### config.mk
export PLATFORM = sky130hd
export DESIGN_NAME = ppt_top
export DESIGN_NICKNAME = d
export VERILOG_FILES = /design/src/rtl/ppt_pkg.sv /design/src/rtl/ppt_top.sv
export SDC_FILE = /design/constraint.sdc
export NUM_CORES = 1
export LEC_CHECK = 0
export ABC_AREA = 1
export BUFFER_PORTS_ARGS = -buffer_cell sky130_fd_sc_hd__buf_2
export CAP_MARGIN = 20
export CORE_ASPECT_RATIO = 0.7
export CORE_UTILIZATION = 52
export DETAILED_ROUTE_END_ITERATION = 8
export PLACE_DENSITY_LB_ADDON = 0.1
export SLEW_MARGIN = 20
export SYNTH_ARGS = -nofsm -noshare
export SYNTH_HDL_FRONTEND = slang
export SYNTH_SLANG_ARGS = --single-unit
### constraint.sdc
create_clock -name CLK_I -period 1.8 [get_ports CLK_I]
set_input_delay 0.09 -clock CLK_I [delete_from_list [all_inputs] [get_ports CLK_I]]
set_output_delay 0.09 -clock CLK_I [all_outputs]
set_load 0.02 [all_outputs]
### src/rtl/ppt_pkg.sv
package ppt_pkg;

	// register byte addresses
	localparam logic [7:0] PPT_ADDR_CTRL    = 8'h00;
	localparam logic [7:0] PPT_ADDR_COUNT   = 8'h04;
	localparam logic [7:0] PPT_ADDR_STATUS  = 8'h08;
	localparam logic [7:0] PPT_ADDR_MASK    = 8'h0c;
	localparam logic [7:0] PPT_ADDR_POWER_CONTROL_REG    = 8'h10;
	localparam logic [7:0] PPT_ADDR_PORT0   = 8'h14;
	localparam logic [7:0] PPT_ADDR_PORT123 = 8'h18;

	// status and mask bit positions
	localparam int PPT_ST_EXT = 0;
	localparam int PPT_ST_OVF = 1;
	localparam int PPT_ST_W   = 2;

	// field positions
	localparam int PPT_CNT_LO_LSB = 0;
	localparam int PPT_CNT_HI_LSB = 8;

	// reset values
	localparam logic [15:0] PPT_COUNT_RST   = 16'h0000;
	localparam logic [7:0]  PPT_PORT0_RST   = 8'hff;
	localparam logic [23:0] PPT_PORT123_RST = 24'hffffff;
	localparam logic [1:0]  PPT_MASK_RST    = 2'h0;

	// oscillator clocks per machine cycle
	localparam logic [3:0] PPT_MC_DIV = 4'hc;

	// axi responses
	localparam logic [1:0] PPT_RESP_OKAY   = 2'h0;
	localparam logic [1:0] PPT_RESP_SLVERR = 2'h2;

	typedef struct packed {
		logic global_interrupt_enable;
		logic edge_mode;
		logic gate;
		logic run;
	} ppt_ctrl_t;

	localparam ppt_ctrl_t PPT_CTRL_RST = '{default: 1'b0};

	typedef struct packed {
		logic power_down;
		logic idle;
	} ppt_power_control_reg_t;

	typedef enum logic [1:0] {
		PS_RUN,
		PS_IDLE,
		PS_DOWN
	} ppt_pstate_t;

endpackage

### src/rtl/ppt_top.sv
// The address map and the AXI4-Lite slave port were decided locally.
`timescale 1ns/100ps
// Function
// - falling pin edge raises interrupt request
// - gated timer counts only while pin high
// - gate-stopping falling edge also raises interrupt
// - cleared run bit holds count, preload allowed
// - power-down stops fetching until reset
// - port zero floats in idle, power-down
// - ports one to three have pull-ups
// - port zero latch zeros drive pins low
// - port zero driven during bus only while BUS_DRIVE_I high
// - timer rollover interrupt wakes from idle
// - timer is two bytes wide
// - idle ends on reset or enabled interrupt
module ppt_top
	import ppt_pkg::*;
#(
	parameter int CNT_W = 16
) (
	input  wire logic        CLK_I,
	input  wire logic        RESETN_I,
	input  wire logic [7:0]  AWADDR_I,
	input  wire logic        AWVALID_I,
	output logic             AWREADY_O,
	input  wire logic [31:0] WDATA_I,
	input  wire logic [3:0]  WSTRB_I,
	input  wire logic        WVALID_I,
	output logic             WREADY_O,
	output logic [1:0]       BRESP_O,
	output logic             BVALID_O,
	input  wire logic        BREADY_I,
	input  wire logic [7:0]  ARADDR_I,
	input  wire logic        ARVALID_I,
	output logic             ARREADY_O,
	output logic [31:0]      RDATA_O,
	output logic [1:0]       RRESP_O,
	output logic             RVALID_O,
	input  wire logic        RREADY_I,
	input  wire logic        EXT_INT_I,
	input  wire logic        BUS_ACTIVE_I,
	input  wire logic        BUS_DRIVE_I,
	input  wire logic [7:0]  BUS_DATA_I,
	output logic             IRQ_O,
	output logic             CPU_FETCH_EN_O,
	output logic             IDLE_O,
	output logic             IDLE_WAKE_O,
	output logic [7:0]       P0_O,
	output logic [7:0]       P0_OEN_O,
	output logic [23:0]      P123_O,
	output logic [23:0]      P123_OEN_O,
	output logic [23:0]      P123_PU_O
);

	// axi slave state
	logic        awready_q, wready_q, arready_q, bvalid_q, rvalid_q;
	logic        aw_have_q, w_have_q;
	logic [7:0]  awaddr_q;
	logic [31:0] wdata_q;
	logic [3:0]  wstrb_q;
	logic [1:0]  bresp_q, rresp_q;
	logic [31:0] rdata_q;

	// block state
	ppt_ctrl_t          ctrl_q;
	ppt_pstate_t        pstate_q, pstate_d;
	logic [CNT_W-1:0]   count_q, count_d;
	logic [PPT_ST_W-1:0] status_q, status_d, mask_q;
	logic [3:0]         div_q;
	logic               mc_tick_q;
	logic               pin_q, pin_prev_q;
	logic [7:0]         p0_latch_q;
	logic [23:0]        p123_latch_q;
	logic               irq_q, fetch_q, idle_q, wake_q;
	logic [7:0]         p0_q, p0_oen_q;

	// bus decode
	wire aw_take  = AWVALID_I & awready_q;
	wire w_take   = WVALID_I & wready_q;
	wire ar_take  = ARVALID_I & arready_q;
	wire do_write = aw_have_q & w_have_q & ~bvalid_q;
	wire bvalid_d = (bvalid_q & ~BREADY_I) | do_write;
	wire rvalid_d = (rvalid_q & ~RREADY_I) | ar_take;
	wire aw_have_d = (aw_have_q | aw_take) & ~do_write;
	wire w_have_d  = (w_have_q | w_take) & ~do_write;

	function automatic logic hit(input logic [7:0] a, input logic [7:0] reg_addr);
		hit = (a[7:2] == reg_addr[7:2]);
	endfunction

	function automatic logic mapped(input logic [7:0] a);
		mapped = hit(a, PPT_ADDR_CTRL) | hit(a, PPT_ADDR_COUNT) | hit(a, PPT_ADDR_STATUS)
			| hit(a, PPT_ADDR_MASK) | hit(a, PPT_ADDR_POWER_CONTROL_REG) | hit(a, PPT_ADDR_PORT0)
			| hit(a, PPT_ADDR_PORT123);
	endfunction

	wire wr_ctrl   = do_write & hit(awaddr_q, PPT_ADDR_CTRL) & wstrb_q[0];
	wire wr_cnt_lo = do_write & hit(awaddr_q, PPT_ADDR_COUNT) & wstrb_q[0];
	wire wr_cnt_hi = do_write & hit(awaddr_q, PPT_ADDR_COUNT) & wstrb_q[1];
	wire wr_count  = wr_cnt_lo | wr_cnt_hi;
	wire wr_status = do_write & hit(awaddr_q, PPT_ADDR_STATUS) & wstrb_q[0];
	wire wr_mask   = do_write & hit(awaddr_q, PPT_ADDR_MASK) & wstrb_q[0];
	wire wr_power_control_reg   = do_write & hit(awaddr_q, PPT_ADDR_POWER_CONTROL_REG) & wstrb_q[0];
	wire wr_p0     = do_write & hit(awaddr_q, PPT_ADDR_PORT0) & wstrb_q[0];
	wire [3:0] wr_p123 = {4{do_write & hit(awaddr_q, PPT_ADDR_PORT123)}} & wstrb_q;
	wire ppt_power_control_reg_t power_control_reg_wr = wdata_q[1:0];

	// read mux
	wire [31:0] rd_mux =
		hit(ARADDR_I, PPT_ADDR_CTRL)    ? {28'h0, ctrl_q} :
		hit(ARADDR_I, PPT_ADDR_COUNT)   ? {16'h0, count_q} :
		hit(ARADDR_I, PPT_ADDR_STATUS)  ? {30'h0, status_q} :
		hit(ARADDR_I, PPT_ADDR_MASK)    ? {30'h0, mask_q} :
		hit(ARADDR_I, PPT_ADDR_POWER_CONTROL_REG)    ? {30'h0, pstate_q == PS_DOWN, pstate_q == PS_IDLE} :
		hit(ARADDR_I, PPT_ADDR_PORT0)   ? {24'h0, p0_latch_q} :
		hit(ARADDR_I, PPT_ADDR_PORT123) ? {8'h0, p123_latch_q} : 32'h0;

	// pin edge and timer enable; count frozen in power-down, divider keeps ticking
	wire fall     = pin_prev_q & ~pin_q;
	wire gate_ok  = ~ctrl_q.gate | pin_q;
	wire count_en = mc_tick_q & ctrl_q.run & gate_ok & (pstate_q != PS_DOWN);
	wire ovf      = count_en & (count_q == {CNT_W{1'b1}});
	wire ext_ev   = ctrl_q.edge_mode ? fall : ~pin_q;

	// count: software preload beats the increment
	always_comb begin
		count_d = count_q;
		if (count_en)
			count_d = count_q + 1'b1;
		if (wr_cnt_lo)
			count_d[PPT_CNT_LO_LSB +: 8] = wdata_q[7:0];
		if (wr_cnt_hi)
			count_d[PPT_CNT_HI_LSB +: 8] = wdata_q[15:8];
	end

	// sticky status: a set in the clearing cycle survives
	always_comb begin
		status_d = status_q;
		if (wr_status)
			status_d = status_q & ~wdata_q[PPT_ST_W-1:0];
		if (ext_ev)
			status_d[PPT_ST_EXT] = 1'b1;
		if (ovf)
			status_d[PPT_ST_OVF] = 1'b1;
	end

	wire pend = |(status_q & mask_q) & ctrl_q.global_interrupt_enable;

	// power state: power-down leaves only through reset
	always_comb begin
		pstate_d = pstate_q;
		case (pstate_q)
			PS_RUN: begin
				if (wr_power_control_reg & power_control_reg_wr.power_down)
					pstate_d = PS_DOWN;
				else if (wr_power_control_reg & power_control_reg_wr.idle)
					pstate_d = PS_IDLE;
			end
			PS_IDLE: begin
				if (pend)
					pstate_d = PS_RUN;
				else if (wr_power_control_reg & power_control_reg_wr.power_down)
					pstate_d = PS_DOWN;
			end
			PS_DOWN: pstate_d = PS_DOWN;
			default: pstate_d = PS_RUN;
		endcase
	end

	// port zero: low-power float first, then bus, then latch
	wire        low_pwr  = (pstate_q != PS_RUN);
	wire [7:0]  p0_oen_d = low_pwr ? 8'hff :
		BUS_ACTIVE_I ? (BUS_DRIVE_I ? 8'h00 : 8'hff) :
		p0_latch_q;
	wire [7:0]  p0_d = (BUS_ACTIVE_I & ~low_pwr) ? BUS_DATA_I : 8'h00;

	always_ff @(posedge CLK_I or negedge RESETN_I) begin
		if (!RESETN_I) begin
			awready_q <= 1'b0;
			wready_q  <= 1'b0;
			arready_q <= 1'b0;
			bvalid_q  <= 1'b0;
			rvalid_q  <= 1'b0;
			aw_have_q <= 1'b0;
			w_have_q  <= 1'b0;
			awaddr_q  <= 8'h00;
			wdata_q   <= 32'h0;
			wstrb_q   <= 4'h0;
			bresp_q   <= PPT_RESP_OKAY;
			rresp_q   <= PPT_RESP_OKAY;
			rdata_q   <= 32'h0;
		end else begin
			awready_q <= ~aw_have_d & ~bvalid_d;
			wready_q  <= ~w_have_d & ~bvalid_d;
			arready_q <= ~rvalid_d;
			bvalid_q  <= bvalid_d;
			rvalid_q  <= rvalid_d;
			aw_have_q <= aw_have_d;
			w_have_q  <= w_have_d;
			if (aw_take)
				awaddr_q <= AWADDR_I;
			if (w_take) begin
				wdata_q <= WDATA_I;
				wstrb_q <= WSTRB_I;
			end
			if (do_write)
				bresp_q <= mapped(awaddr_q) ? PPT_RESP_OKAY : PPT_RESP_SLVERR;
			if (ar_take) begin
				rdata_q <= rd_mux;
				rresp_q <= mapped(ARADDR_I) ? PPT_RESP_OKAY : PPT_RESP_SLVERR;
			end
		end
	end

	always_ff @(posedge CLK_I or negedge RESETN_I) begin
		if (!RESETN_I) begin
			div_q     <= 4'h0;
			mc_tick_q <= 1'b0;
		end else begin
			// one tick per machine cycle
			div_q     <= (div_q == PPT_MC_DIV - 4'h1) ? 4'h0 : div_q + 4'h1;
			mc_tick_q <= (div_q == PPT_MC_DIV - 4'h1);
		end
	end

	always_ff @(posedge CLK_I or negedge RESETN_I) begin
		if (!RESETN_I) begin
			pin_q        <= 1'b1;
			pin_prev_q   <= 1'b1;
			ctrl_q       <= PPT_CTRL_RST;
			count_q      <= PPT_COUNT_RST;
			status_q     <= '0;
			mask_q       <= PPT_MASK_RST;
			pstate_q     <= PS_RUN;
			p0_latch_q   <= PPT_PORT0_RST;
			p123_latch_q <= PPT_PORT123_RST;
		end else begin
			pin_q      <= EXT_INT_I;
			pin_prev_q <= pin_q;
			if (wr_ctrl)
				ctrl_q <= wdata_q[3:0];
			count_q  <= count_d;
			status_q <= status_d;
			if (wr_mask)
				mask_q <= wdata_q[PPT_ST_W-1:0];
			pstate_q <= pstate_d;
			if (wr_p0)
				p0_latch_q <= wdata_q[7:0];
			for (int i = 0; i < 3; i++) begin
				if (wr_p123[i])
					p123_latch_q[i*8 +: 8] <= wdata_q[i*8 +: 8];
			end
		end
	end

	// outputs, all registered
	always_ff @(posedge CLK_I or negedge RESETN_I) begin
		if (!RESETN_I) begin
			irq_q    <= 1'b0;
			fetch_q  <= 1'b1;
			idle_q   <= 1'b0;
			wake_q   <= 1'b0;
			p0_q     <= 8'h00;
			p0_oen_q <= 8'hff;
		end else begin
			irq_q    <= |(status_d & mask_q) & ctrl_q.global_interrupt_enable;
			fetch_q  <= (pstate_d == PS_RUN);
			idle_q   <= (pstate_d == PS_IDLE);
			wake_q   <= (pstate_q == PS_IDLE) & (pstate_d == PS_RUN);
			p0_q     <= p0_d;
			p0_oen_q <= p0_oen_d;
		end
	end

	assign AWREADY_O      = awready_q;
	assign WREADY_O       = wready_q;
	assign BVALID_O       = bvalid_q;
	assign BRESP_O        = bresp_q;
	assign ARREADY_O      = arready_q;
	assign RVALID_O       = rvalid_q;
	assign RDATA_O        = rdata_q;
	assign RRESP_O        = rresp_q;
	assign IRQ_O          = irq_q;
	assign CPU_FETCH_EN_O = fetch_q;
	assign IDLE_O         = idle_q;
	assign IDLE_WAKE_O    = wake_q;
	assign P0_O           = p0_q;
	assign P0_OEN_O       = p0_oen_q;
	// low latch bits sink, high bits rest on the pull-ups
	assign P123_O         = 24'h0;
	assign P123_OEN_O     = p123_latch_q;
	assign P123_PU_O      = PPT_PORT123_RST;
endmodule

Yosys cells after proc, flatten, opt, wreduce, memory -nomap -nowiden
Cells that the tools add are included.
{ "classes": {"add_sub_neg": 2, "n_eq_ne": 18, "muxes": 26, "bitwise_logic": 69, "reduce_logical": 9} }
{ "ops": {"columns": ["operator", "n"], "rows": [
  ["two-way mux 24 bit", 7],
  ["two-way mux 8 bit", 6],
  ["bitwise AND 1 bit", 36],
  ["equality test 6 x 3 -> 1 bit, second input constant", 6],
  ["equality test 6 x 2 -> 1 bit, second input constant", 4],
  ["OR 1 bit", 17],
  ["adder 16 x 1 -> 16 bit, second input constant", 1],
  ["equality test 16 bit, second input constant", 1],
  ["two-way mux 16 bit", 1],
  ["two-way mux 2 bit", 7],
  ["equality test 6 x 1 -> 1 bit, second input constant", 2],
  ["logical NOT 6 bit", 2],
  ["inverter 1 bit", 11],
  ["bitwise AND 2 bit", 3],
  ["case mux 2 bit (3 select lines)", 1],
  ["nonzero test 2 bit", 3],
  ["adder 4 x 1 -> 4 bit, second input constant", 1],
  ["equality test 2 x 1 -> 1 bit, second input constant", 2],
  ["equality test 4 bit, second input constant", 1],
  ["logical NOT 2 bit", 2],
  ["two-way mux 4 bit", 1],
  ["OR reduction 2 bit", 2],
  ["bitwise AND 3 bit", 1],
  ["two-way mux 1 bit", 3],
  ["other kinds (3)", 3]
]} }
{ "totals": {"ff_bits": 163, "input_bits": 70, "output_inout_bits": 133, "word_cells": 160} }

Longest topological paths before layout
Gate-level depths: netlist (run 1).
{ "logic_depth": {"word_depth": 10, "depth_mapped": 10, "mapped_depth_nobuf": 10} }

Worst setup path before layout (run 1)
Ideal clock, no wire load.
{ "synth_timing": {"path_kind": "reg2reg", "from": "register bvalid_q, in the netlist BVALID_O", "to": "register count_q[12]", "setup_time_ps": 123, "t_arrival_ps": 1247, "t_required_ps": 1677, "path_slack_ps": 430, "path_stages_with_launch": 11, "n_path_buf": 0, "synth_period_minus_slack_ps": 1370, "cell_sequence": "dfrtp_1 > inv_1 > nand3_2 > nor2_1 > nand2_2 > nand2_1 > inv_2 > nand2_1 > o21ai_1 > inv_1 > nand2_1"} }
{ "synth_via": {"elab_chain_len": 5, "elab_cells_between_ends": 6, "classes_between": "mux (1); bitwise (4); reduce/logical (1)"} }
{ "synth_rtl": {"columns": ["element", "line_no", "rtl"], "rows": [
  ["start: declaration", "ppt_top.sv:56", "logic awready_q, wready_q, arready_q, bvalid_q, rvalid_q;"],
  ["start signal: assignment", "ppt_top.sv:196", "bvalid_q <= bvalid_d;"],
  ["inverter 1 bit (*)", "ppt_top.sv:81", "wire do_write = aw_have_q & w_have_q & ~bvalid_q;"],
  ["bitwise AND 1 bit (*)", "ppt_top.sv:81", null],
  ["bitwise AND 1 bit (*) (2 in a row)", "ppt_top.sv:99", "wire wr_cnt_hi = do_write & hit(awaddr_q, PPT_ADDR_COUNT) & wstrb_q[1];"],
  ["two-way mux 8 bit or nonzero test 2 bit (tied branches)", null, null],
  ["end signal: assignment", "ppt_top.sv:242", "count_q <= count_d;"],
  ["end: declaration", "ppt_top.sv:67", "logic [CNT_W-1:0] count_q, count_d;"]
]} }
Every way passes the cells marked *; elsewhere a longest branch is shown, timed or not.
A chain may end at the register's enable or synchronous reset.

Final worst setup path (run 1)
{ "layout_timing": {"from": "register wready_q, in the netlist WREADY_O", "to": "register wstrb_q[2]"} }
{ "layout_via": {"elab_chain_len": 1} }
{ "layout_rtl": {"columns": ["element", "line_no", "rtl"], "rows": [
  ["start: declaration", "ppt_top.sv:56", null],
  ["start signal: assignment", "ppt_top.sv:194", "wready_q <= ~w_have_d & ~bvalid_d;"],
  ["bitwise AND 1 bit", "ppt_top.sv:79", "wire w_take = WVALID_I & wready_q;"],
  ["end signal: assignment", "ppt_top.sv:188", "wstrb_q <= 4'h0;"],
  ["end signal: assignment", "ppt_top.sv:204", "wstrb_q <= WSTRB_I;"],
  ["end: declaration", "ppt_top.sv:60", "logic [3:0] wstrb_q;"]
]} }
Every way passes these cells.

==> results of run 1 <==
tightest hold or removal path, delay by kind of cell:
family,cells,cell delay (ps)
and+or+nand+nor,3,270
buffers and inverters,1,80
cells by family after synthesis:
family | share of synthesized area [%]
buffers and inverters | 12.5
flip-flops | 53.6
AND/OR/NAND/NOR | 19.0
other | 0.105
XOR/XNOR | 1.35
AO/OA/AOI/OAI | 13.1
adder cells (fa/ha/maj) | 0.350
state kept, by name, indices dropped and copies added, names as in the netlist, 2 cells and up:
name / cells
P0_O: 8
P0_OEN_O: 8
P123_OEN_O: 24
RDATA_O: 24
awaddr_q: 6
count_q: 16
ctrl_q: 4
div_q: 4
mask_q: 2
p0_latch_q: 8
pstate_q: 2
status_q: 2
wdata_q: 24
wstrb_q: 3
metal layers:
layer	vias up	track usage [%]	share of wire (%)
met1	2765	36.6	47
met3	27	5.96	7.1
met5	-	0	0
met2	223	38.4	44
met4	0	10.0	1.7
li1	2818	-	-
power by group through the flow:
stage	combinational [W]	clock, W	sequential, W
5_1_grt	0.00357	0.00393	0.00537
3_3_place_gp	0.00292	0	0.00523
3_5_place_dp	0.00301	0	0.00527
2_1_floorplan	0.00175	0	0.00552
4_1_cts	0.00318	0.00379	0.00523
6_report	0.00317	0.00372	0.00525
cell type report:
type                    count  area, um2
flip-flops and latches    151       3830
inverters                  94        353
fillers                  1089       4300
multi-input cells         532       2640
well taps                 185        231
clock inverters            10        140
clock buffers              22        484
repair buffers            194       1280
how the worst min path moves through the flow:
stage	from	endpoint	slack, ps	depth (start not counted)
after floorplan	RESETN_I	ARREADY_O	-210	0
final	ARVALID_I	RDATA_O[17]	60	4
after CTS	ARVALID_I	RDATA_O[17]	40	4
after detailed placement	RESETN_I	awaddr_q[7]	60	1
after global placement	RESETN_I	awaddr_q[7]	50	1
after global routing	ARVALID_I	RDATA_O[16]	80	4
timing repair:
item | 4_1_cts | 5_1_grt
buffers inserted | 0 | 0
hold buffers | 50 | 0
setup endpoints to repair | 0 | 8
gates resized for setup | 0 | 2
hold endpoints to repair | 119 | 0
through the flow:
stage | hold slack (ps) | worst slack (ps)
3_5_place_dp | 56.0 | 195
2_1_floorplan | -206 | 430
3_3_place_gp | 48.3 | 257
5_1_grt | 82.4 | -1.79
6_report | 64.8 | 170
4_1_cts | 43.7 | 168
cells in the final DEF, fill, tap and decap left out, drive strengths merged:
cell type	n
a22o	1
o22ai	1
ha	2
nand4	6
a21o	1
clkbuf	22
a21oi	24
or2	1
bufinv	3
xnor2	5
nor2	55
clkinv	5
o21ai	105
nand3	39
conb	58
dfstp	43
o211ai	5
nand2	207
nor3	6
dfrtp	108
a311oi	1
buf	144
dlygate4sd3	50
o31ai	1
inv	94
clkinvlp	2
a22oi	8
xor2	6
==> summary.txt, run 1 <==
Critical path
  • Cell mode on critical path: nand2_1
  • Critical path arrival: a little under 2000 ps
  • Crit-path cells: nand2_1 -> clkinv_1 -> buf_4 -> nand2_1 -> nand2_1 -> dlygate4sd3_1
  • CP endpoint: wstrb_q[2]
  • Crit Path Max Fanout: 34
  • CP Launch Type: flip-flop
  • Setup Crit Path Kind: flip-flop to flip-flop
  • Critical Path Stages: 6
  • Worst r2r src: WREADY_O
  • CP startpoint: WREADY_O
  • Crit-path leading delay family: buffers and inverters
  • CP Buf/Inv Count: 3
  • Worst EP required: about 2100 ps
  • Worst path max stage delay: 550 ps
  • Slowest cell on the critical path: dlygate4sd3_1
  • Worst reg-to-reg setup slack: 170 ps
  • Reg-to-Reg End: wstrb_q[2]
  • CP endpoint kind: flip-flop
  • Cells on worst reg2reg path: 6

Timing
  • RSZ-0062 raised after global routing: yes
  • Setup Viol. Count Final: 0
  • Slew headroom: 64.5%
  • Final hold vios: 0
  • Minimum clock period: 1630 ps
  • Fin crit share: between 90 and 100%
  • Clock skew: about 10 ps
  • Slew @ Worst Pin: between 500 and 600 ps
  • Final TNS setup: 0 ps
  • Achievable clock frequency: around 610 MHz
  • Slew Limit Fails: 0

Detailed routing
  • Detailed Route WL: ~17 mm
  • Vias: between 5,000 and 6,000
  • Final antenna-violating net count: 0
  • WL per Instance: between 10 and 15 um
  • TritonRoute pass-1 iters: 5
  • DR iter-0 viols: roughly 300
  • Remaining DRCs: 0
  • Via/cell ratio: just under 5

Floorplanning
  • Core area: 13,300 um2
  • Die Wd: roughly 140 um
  • IO Pins: 203
  • Die area: between 10,000 and 15,000 um2
  • Initial Utilization: a little over half
  • Cell Rows: 35
  • DIE HEIGHT: roughly 100 um

Synthesis
  • Flops & latches, synth: 151
  • Synth warn: 0
  • Ranking of synthesized cells by area: dfrtp_1 (38%), dfstp_2 (16%), nand2_1 (11%)
  • Most frequent cell after synthesis: nand2_1
  • Asr flop ratio synth: 100%
  • Ys flop type: dfrtp_1
  • Post-synthesis sequential area ratio: a little over half
  • Post-synth cell types: 37
  • Mapped Cells: 797
  • Synth area leader: dfrtp_1
  • Syn Area/Cell: between 8 and 9 um2
  • Share of the synthesized area in the top cell type: 37.8%
  • Number of enable flip-flop cells after synthesis: 0
  • Post-synth top cells: nand2_1 (202), dfrtp_1 (108), inv_1 (87)
  • Synthesized cell area: 7150 um2

Pwr
  • Comb pwr share: between 20% and 30%
  • Pint: approximately 0.0079 W
  • Sw Share: approximately a third
  • Pwr/cell area: approximately 1400 nW/um2
  • Worst vdd ir: 0.818 mV
  • Psw: 0.00423 W
  • Leakage: 4.46 nW
  • Clock group share of total power: between 30% and 40%
  • Flop pwr share: a little over two fifths
  • Total power: around 0.012 W

Run
  • Max-cap viol count: 0

Final layout
  • Total Nets Final: ~1,100
  • Post-Layout Cell Count: 1,188
  • Share of layout cells above drive strength 1: ~28%
  • Final design utilization: approximately two thirds
  • Area added between synthesis and finish: 25.4%
  • Finished Cell Area: 8970 um2
  • Antenna cells: 0

Clock network
  • Root buf cell: clkbuf_16
  • Clk sinks: ~150
  • Clk slew on worst S/H paths: 60 ps
  • Num CTS Buffers: 17
  • Worst-case clock buffer depth: 2
  • H-tree Lvls: 4
  • Clock latency on the worst-skew pair: roughly 420 ps
  • CTS tree: yes

Hold path
  • Min-delay worst type: primary input to flip-flop

Placed design
  • Inst Count DP: between 1,000 and 1,500
  • GP Congestion: between 0.8 and 0.9
  • Placed Area: just under 8000 um2
  • DP Wirelength: approximately 12 mm
  • Port bufs: 131

Global route
  • Global-route wire length before repair: 27.9 mm
  • Total track usage: around 26%
  • Number of global-route vias before repair: around 5,700
  • Largest net degree at the start of global routing: between 40 and 50
  • Initial antenna violation count: 0
  • Gr ovfl total: 0

Run status
  • Status: finished clean
Note: power is estimated with default switching activity, not from simulation.
==> run 2, diff against run 1 <==
Settings changed: CORE_UTILIZATION 52 to 56.
Clock period 1.8 ns to 2 ns, I/O delays scaled along.
==> run 2 against run 1 <==
Routed wire length decreased by 1.9%. Clock skew about the same. Clock power is 19% lower. Non-clock buffer count decreased by 4. Sequential cell count unchanged. Worst hold slack got worse by 49 ps. Maximum frequency decreased by 2.4%. Power decreased by 13%. Setup slack gained 160 ps. Utilization up 3.6 points. Combinational power fell by 10%. Sequential share of layout area up 0.59 points. Critical endpoint is now count_q[1].
==> summary.txt, run 2 (synthesized netlist as in run 1, its figures left out) <==
Pwr
  • Comb pwr share: 26.9% (+0.8 points)
  • Flop pwr share: 44.7% (+1.4 points)
  • Clock group share of total power: 28.4% (-2.3 points)
  • Worst vdd ir: 0.675 mV (-17%)
  • Total power: 0.0105 W (-13%)
  • Sw Share: 35.9% (+1.1 points)
  • Psw: 0.00379 W (-10%)
  • Pwr/cell area: 1190 nW/um2 (-12%)
  • Leakage: 4.41 nW (-1.0%)
  • Pint: 0.00675 W (-15%)

Clock network
  • CTS tree: yes
  • CTS resizes: 0 (unchanged)
  • Clk sinks: 151 (unchanged)
  • Clk slew on worst S/H paths: 60 ps (about the same)
  • Root buf cell: clkbuf_16
  • Clock latency on the worst-skew pair: 420 ps (about the same)
  • H-tree Lvls: 4 (unchanged)
  • Hold_buf cts: 49 (-2.0%)
  • Worst-case clock buffer depth: 2 (unchanged)
  • Post-CTS Setup Inserts: 0 (unchanged)
  • Num CTS Buffers: 17 (unchanged)

Detailed routing
  • Vias: 5,754 (-1.4%)
  • Remaining DRCs: 0 (unchanged)
  • DR iter-0 viols: 419 (+43%)
  • Via/cell ratio: 4.96 (+0.94%)
  • TritonRoute pass-1 iters: 5 (unchanged)
  • WL per Instance: 14.1 um (+0.33%)
  • Final antenna-violating net count: 0 (unchanged)
  • Detailed Route WL: 16.4 mm (-1.9%)

Placed design
  • GP Congestion: 0.868 (-2.7%)
  • DP Wirelength: 11.7 mm (-1.7%)
  • Port bufs: 131 (unchanged)
  • Inst Count DP: 1,080 (-2.4%)

Critical path
  • Setup Crit Path Kind: flip-flop to flip-flop
  • CP Buf/Inv Count: 1 (-2)
  • CP endpoint kind: flip-flop
  • Worst reg-to-reg setup slack: 330 ps (+160 ps)
  • Slowest cell on the critical path: dfrtp_1
  • Crit-path cells: nor2_2 -> nand2_1 -> nor2_2 -> nand2_1 -> inv_1 -> nor2_1 -> nand2_1 -> o211ai_1
  • Critical path arrival: 1950 ps (+20 ps)
  • CP Launch Type: flip-flop
  • Worst EP required: 2280 ps (+180 ps)
  • Worst path max stage delay: 390 ps (-160 ps)
  • Worst r2r src: awaddr_q[7]
  • CP startpoint: awaddr_q[7]
  • Crit-path leading delay family: simple AND/OR/NAND/NOR gates
  • Crit Path Max Fanout: 11 (-68%)
  • Cell mode on critical path: nand2_1

Global route
  • Total track usage: 26.4% (+0.65 points)
  • Global-route wire length before repair: 26.1 mm (-6.6%)
  • Initial antenna violation count: 0 (unchanged)
  • Number of global-route vias before repair: 5,181 (-9.7%)
  • Largest net degree at the start of global routing: 60 (+25%)
  • Gr ovfl total: 0 (unchanged)

Run status
  • Status: finished clean

Timing
  • RSZ-0062 raised after global routing: no
  • Fin crit share: 83.5% (-7.1 points)
  • Final hold vios: 0 (unchanged)
  • Final TNS setup: 0 ps (unchanged)
  • Achievable clock frequency: 599 MHz (-2.4%)
  • Slew Limit Fails: 0 (unchanged)
  • Clock skew: 9.74 ps (-0.219 ps)
  • Minimum clock period: 1670 ps (+39.5 ps)
  • Slew headroom: 62.2% (-2.3 points)
  • Slew @ Worst Pin: 565 ps (+34.2 ps)
  • Setup Viol. Count Final: 0 (unchanged)

Floorplanning
  • IO Pins: 203 (unchanged)
  • Die area: 13,200 um2 (-7.0%)
  • DIE HEIGHT: 96.5 um (-3.6%)
  • Initial Utilization: 57.6% (+3.7 points)
  • Core area: 12,400 um2 (-6.4%)
  • Cell Rows: 34 (-2.9%)
  • Die Wd: 137 um (-3.6%)

Final layout
  • Commonest cells after routing, fill and taps aside: nand2_1 (202), buf_2 (130), dfrtp_1 (108)
  • Post-Layout Cell Count: 1,161 (-2.3%)
  • Antenna cells: 0 (unchanged)
  • Total Nets Final: 1,058 (-0.38%)
  • Multi-input gate area: 2630 um2 (-0.38%)
  • Reg area: 3830 um2 (unchanged)
  • Area added between synthesis and finish: 23.7%
  • Commonest non-fill, non-tap cell in the layout: nand2_1
  • Fillers: 969 (-11%)
  • Share of layout cells above drive strength 1: 28.0% (-0.39 points)

Hold path
  • Min-delay worst type: primary input to flip-flop
  • Worst hold start: AWVALID_I

Run
  • Max-cap viol count: 0 (unchanged)
-- run 2: worst paths after layout --
kind / cells past startpoint / endpoint
setup reg to reg: 8 / count_q[1]
min in group asynchronous: 2 / RDATA_O[14]
max in group asynchronous: 3 / p0_latch_q[1]
setup / recovery: 8 / count_q[1]
hold reg to reg: 0 / pin_prev_q
hold / removal: 4 / awaddr_q[7]
-- run 2: per-layer routing --
metal	routed length, um	share of wire [%]	global-route usage (%)
met1	7810	48	38.6
met4	171	1.0	7.51
met3	1160	7.1	5.79
met5	0	0	0
met2	7280	44	39.5
-- run 2: worst min-delay path, stage by stage --
cell and delay, ps:
buf_2 70, nand2_1 90, nand2_1 80, nand2_1 50
-- run 2: cell type report --
type | instances | area share [%]
clock inverter | 11 | 1.12
tap | 162 | 2.29
clock buffer | 21 | 5.09
timing repair buffer | 190 | 14.4
inverter | 94 | 3.99
multi-input combinational | 532 | 29.7
sequential | 151 | 43.3
-- run 2: metrics by stage --
step	instance area [um2]	util, %	setup WS (ps)	hold slack, ps
floorplan	7360	-	630	-196
global placement	7810	62.8	415	108
detailed placement	7810	62.8	360	107
CTS	8850	71.2	343	2.84
global route	8850	71.2	163	29.1
finish	8850	71.2	331	15.7
-- run 2: power groups by stage --
stage | registers [W] | clock network, W | logic, W
after floorplan | 0.00497 | 0 | 0.00158
after global placement | 0.00470 | 0 | 0.00263
after detailed placement | 0.00474 | 0 | 0.00270
after CTS | 0.00470 | 0.00304 | 0.00284
after global routing | 0.00482 | 0.00315 | 0.00318
final | 0.00471 | 0.00300 | 0.00284
==> run 3, diff against run 2 <==
Settings changed: ABC_AREA 1 to 0, CORE_UTILIZATION 56 to 47.
Clock period 2 ns to 1.5 ns, I/O delays scaled along.
==> run 3 against run 2 <==
The run now ends with negative setup slack left. First-iteration DRC count fell by 43%. Routed wire length grew 0.20%. Clock power rose by 49%. Maximum frequency shrank 13%. Sequential power up 38%. Sequential cell count is the same. Synthesized cell count down 24%. Critical path type unchanged. Critical endpoint is now P123_OEN_O[14]. Largest cell class unchanged. Largest power group unchanged. Highest routed layer unchanged.
==> summary.txt, run 3 <==
Run status
  • Status: finished with violations
  • Failing checks: negative setup slack

Hold path
  • Min-delay worst type: primary input to flip-flop
  • Worst hold start: BUS_DRIVE_I
  • Worst hold stages: 5 (+1)
  • Hold EP: P0_OEN_O[7]

Critical path
  • Setup Crit Path Kind: flip-flop to flip-flop
  • Critical path arrival: 2250 ps (+300 ps)
  • CP Launch Type: flip-flop
  • Worst EP required: 1850 ps (-430 ps)
  • Cells on worst reg2reg path: 5 (-3)
  • Worst r2r src: awaddr_q[6]
  • Reg-to-Reg End: P123_OEN_O[14]
  • Worst reg-to-reg setup slack: -410 ps (-740 ps)
  • Crit Path Max Fanout: 8 (-3)
  • CP endpoint kind: flip-flop

Timing
  • RSZ-0062 raised after global routing: yes
  • Minimum clock period: 1910 ps (+239 ps)
  • Achievable clock frequency: 524 MHz (-13%)
  • Fin crit share: 127% (+44 points)
  • Clock skew: 6.23 ps (-3.51 ps)
  • Worst hold slack: 112 ps (+96.7 ps)
  • Final worst slack: -409 ps (-739 ps)
  • Slew @ Worst Pin: 502 ps (-63.3 ps)
  • Final hold vios: 0 (unchanged)
  • Slew Limit Fails: 0 (unchanged)
  • Setup Viol. Count Final: 58 (+58)
  • Slew headroom: 66.6% (+4.3 points)

Placed design
  • GP Congestion: 0.836 (-3.7%)
  • DP Wirelength: 11.6 mm (-0.40%)
  • Port bufs: 131 (unchanged)
  • Inst Count DP: 953 (-12%)

Detailed routing
  • Detailed Route WL: 16.5 mm (+0.20%)
  • Remaining DRCs: 0 (unchanged)
  • DR iter-0 viols: 240 (-43%)
  • TritonRoute pass-1 iters: 4 (-1)
  • Via/cell ratio: 4.94 (-0.26%)
  • Vias: 5,136 (-11%)
  • WL per Instance: 15.8 um (+12%)
  • Final antenna-violating net count: 0 (unchanged)

Final layout
  • Commonest non-fill, non-tap cell in the layout: buf_2
  • Post-Layout Cell Count: 1,039 (-11%)
  • Share of layout cells above drive strength 1: 45.3% (+17 points)
  • Commonest cells after routing, fill and taps aside: buf_2 (130), dfrtp_1 (107), mux2_2 (71)
  • Reg area: 3830 um2 (about the same)
  • Antenna cells: 0 (unchanged)
  • Fillers: 1,071 (+11%)
  • Total Nets Final: 908 (-14%)
  • Multi-input gate area: 2920 um2 (+11%)
  • Area added between synthesis and finish: 37.3%

Synthesis
  • Number of enable flip-flop cells after synthesis: 0 (unchanged)
  • Post-synth cell types: 47 (+27%)
  • Most frequent cell after synthesis: dfrtp_1
  • Ys flop type: dfrtp_1
  • Share of the synthesized area in the top cell type: 39.4% (+1.6 points)
  • Synth warn: 0 (unchanged)
  • Asr flop ratio synth: 100% (unchanged)
  • Mapped Cells: 605 (-24%)
  • Syn Area/Cell: 11.3 um2 (+26%)
  • Post-synth top cells: dfrtp_1 (108), mux2_2 (71), buf_4 (58)
  • Synthesized cell area: 6870 um2 (-4.0%)
  • Ranking of synthesized cells by area: dfrtp_1 (39%), dfstp_2 (16%), mux2_2 (12%)
  • Flops & latches, synth: 151 (unchanged)
  • Post-synthesis sequential area ratio: 55.8% (+2.2 points)
  • Synth area leader: dfrtp_1

Floorplanning
  • Die Wd: 146 um (+6.9%)
  • IO Pins: 203 (unchanged)
  • Initial Utilization: 48.7% (-8.9 points)
  • Die area: 15,100 um2 (+14%)
  • DIE HEIGHT: 103 um (+6.8%)
  • Cell Rows: 36 (+5.9%)
  • Core area: 14,100 um2 (+13%)

Clock network
  • Root buf cell: clkbuf_16
  • CTS tree: yes
  • Clock latency on the worst-skew pair: 420 ps (about the same)
  • Worst-case clock buffer depth: 2 (unchanged)
  • Clk sinks: 151 (unchanged)
  • H-tree Lvls: 4 (unchanged)
  • Num CTS Buffers: 17 (unchanged)
  • Clk slew on worst S/H paths: 60 ps (about the same)

Global route
  • Global-route wire length before repair: 26.2 mm (+0.42%)
  • Largest net degree at the start of global routing: 51 (-15%)
  • Number of global-route vias before repair: 5,145 (-0.69%)
  • Total track usage: 22.9% (-3.4 points)
  • Initial antenna violation count: 0 (unchanged)
  • Gr ovfl total: 0 (unchanged)

Pwr
  • Worst vdd ir: 0.821 mV (+22%)
  • Leakage: 4.46 nW (+1.1%)
  • Pwr/cell area: 1610 nW/um2 (+35%)

Run
  • Max-cap viol count: 0 (unchanged)
run 3: cell families (layout without fill, tap and decap cells):
family	count (synthesis)	count (layout)	share of synthesized area [%]
fa+ha+maj	2	2	0.364
simple gates	178	178	13.4
flops	151	151	55.8
xor+xnor	15	15	1.91
compound gates	83	83	7.65
other cells	2	58	0.109
buf+inv	101	289	8.75
mux	73	73	11.9
run 3: report_power, final:
part / switching, W / internal (W) / total [W]
sequential: 0.00104 / 0.00547 / 0.00652
combinational: 0.00219 / 0.00200 / 0.00420
clock: 0.00170 / 0.00279 / 0.00448
total: 0.00493 / 0.0103 / 0.0152
run 3: area by class of cell:
cell class	instances	share of cell area [%]
inverter	18	0.717
sequential	151	40.7
multi-input combinational	409	31.0
clock buffer	17	4.51
clock inverter	15	2.14
tap	190	2.52
timing repair buffer	239	18.4
run 3: how the worst max path moves through the flow:
stage	start	end	slack [ps]	cells past startpoint
2_1_floorplan	awaddr_q[5]	P123_OEN_O[0]	-260	4
3_3_place_gp	awaddr_q[5]	P123_OEN_O[11]	-400	4
3_5_place_dp	awaddr_q[5]	P123_OEN_O[13]	-420	4
4_1_cts	awaddr_q[5]	P123_OEN_O[13]	-400	5
5_1_grt	awaddr_q[6]	P123_OEN_O[13]	-470	5
6_report	awaddr_q[6]	P123_OEN_O[14]	-410	5
run 3: what timing repair did:
action	CTS	global route
endpoints found under the hold margin	144	0
resized for setup	43	15
cloned	1	0
buffers inserted	5	1
endpoints found under the setup margin	61	63
hold buffers	48	0
pin swaps	18	14
run 3: per-stage QoR:
stage	setup WS [ps]	TNS (ps)	utilization, %	area (um2)	total power, W
after CTS	-403	-15010	66.3	9350	0.0152
after floorplan	-263	-10520	-	7150	0.00878
final	-409	-15680	66.8	9420	0.0152
after global placement	-402	-17060	56.7	7990	0.0102
after global routing	-474	-19330	66.8	9420	0.0160
after detailed placement	-423	-17920	56.7	7990	0.0104
run 3: layer usage:
metal | track usage [%] | part of all wire [%] | up-vias
met5 | 0 | 0 | -
met4 | 7.37 | 1.4 | 0
met3 | 5.66 | 3.9 | 24
met2 | 36.7 | 48 | 121
met1 | 31.0 | 47 | 2548
li1 | - | - | 2443
run 3: worst max-delay path, stage by stage, from the launching register on:
cell	delay (ps)
dfrtp_1	380
or4b_4	580
nor3b_4	250
buf_4	160
nand3_4	140
mux2_2	310
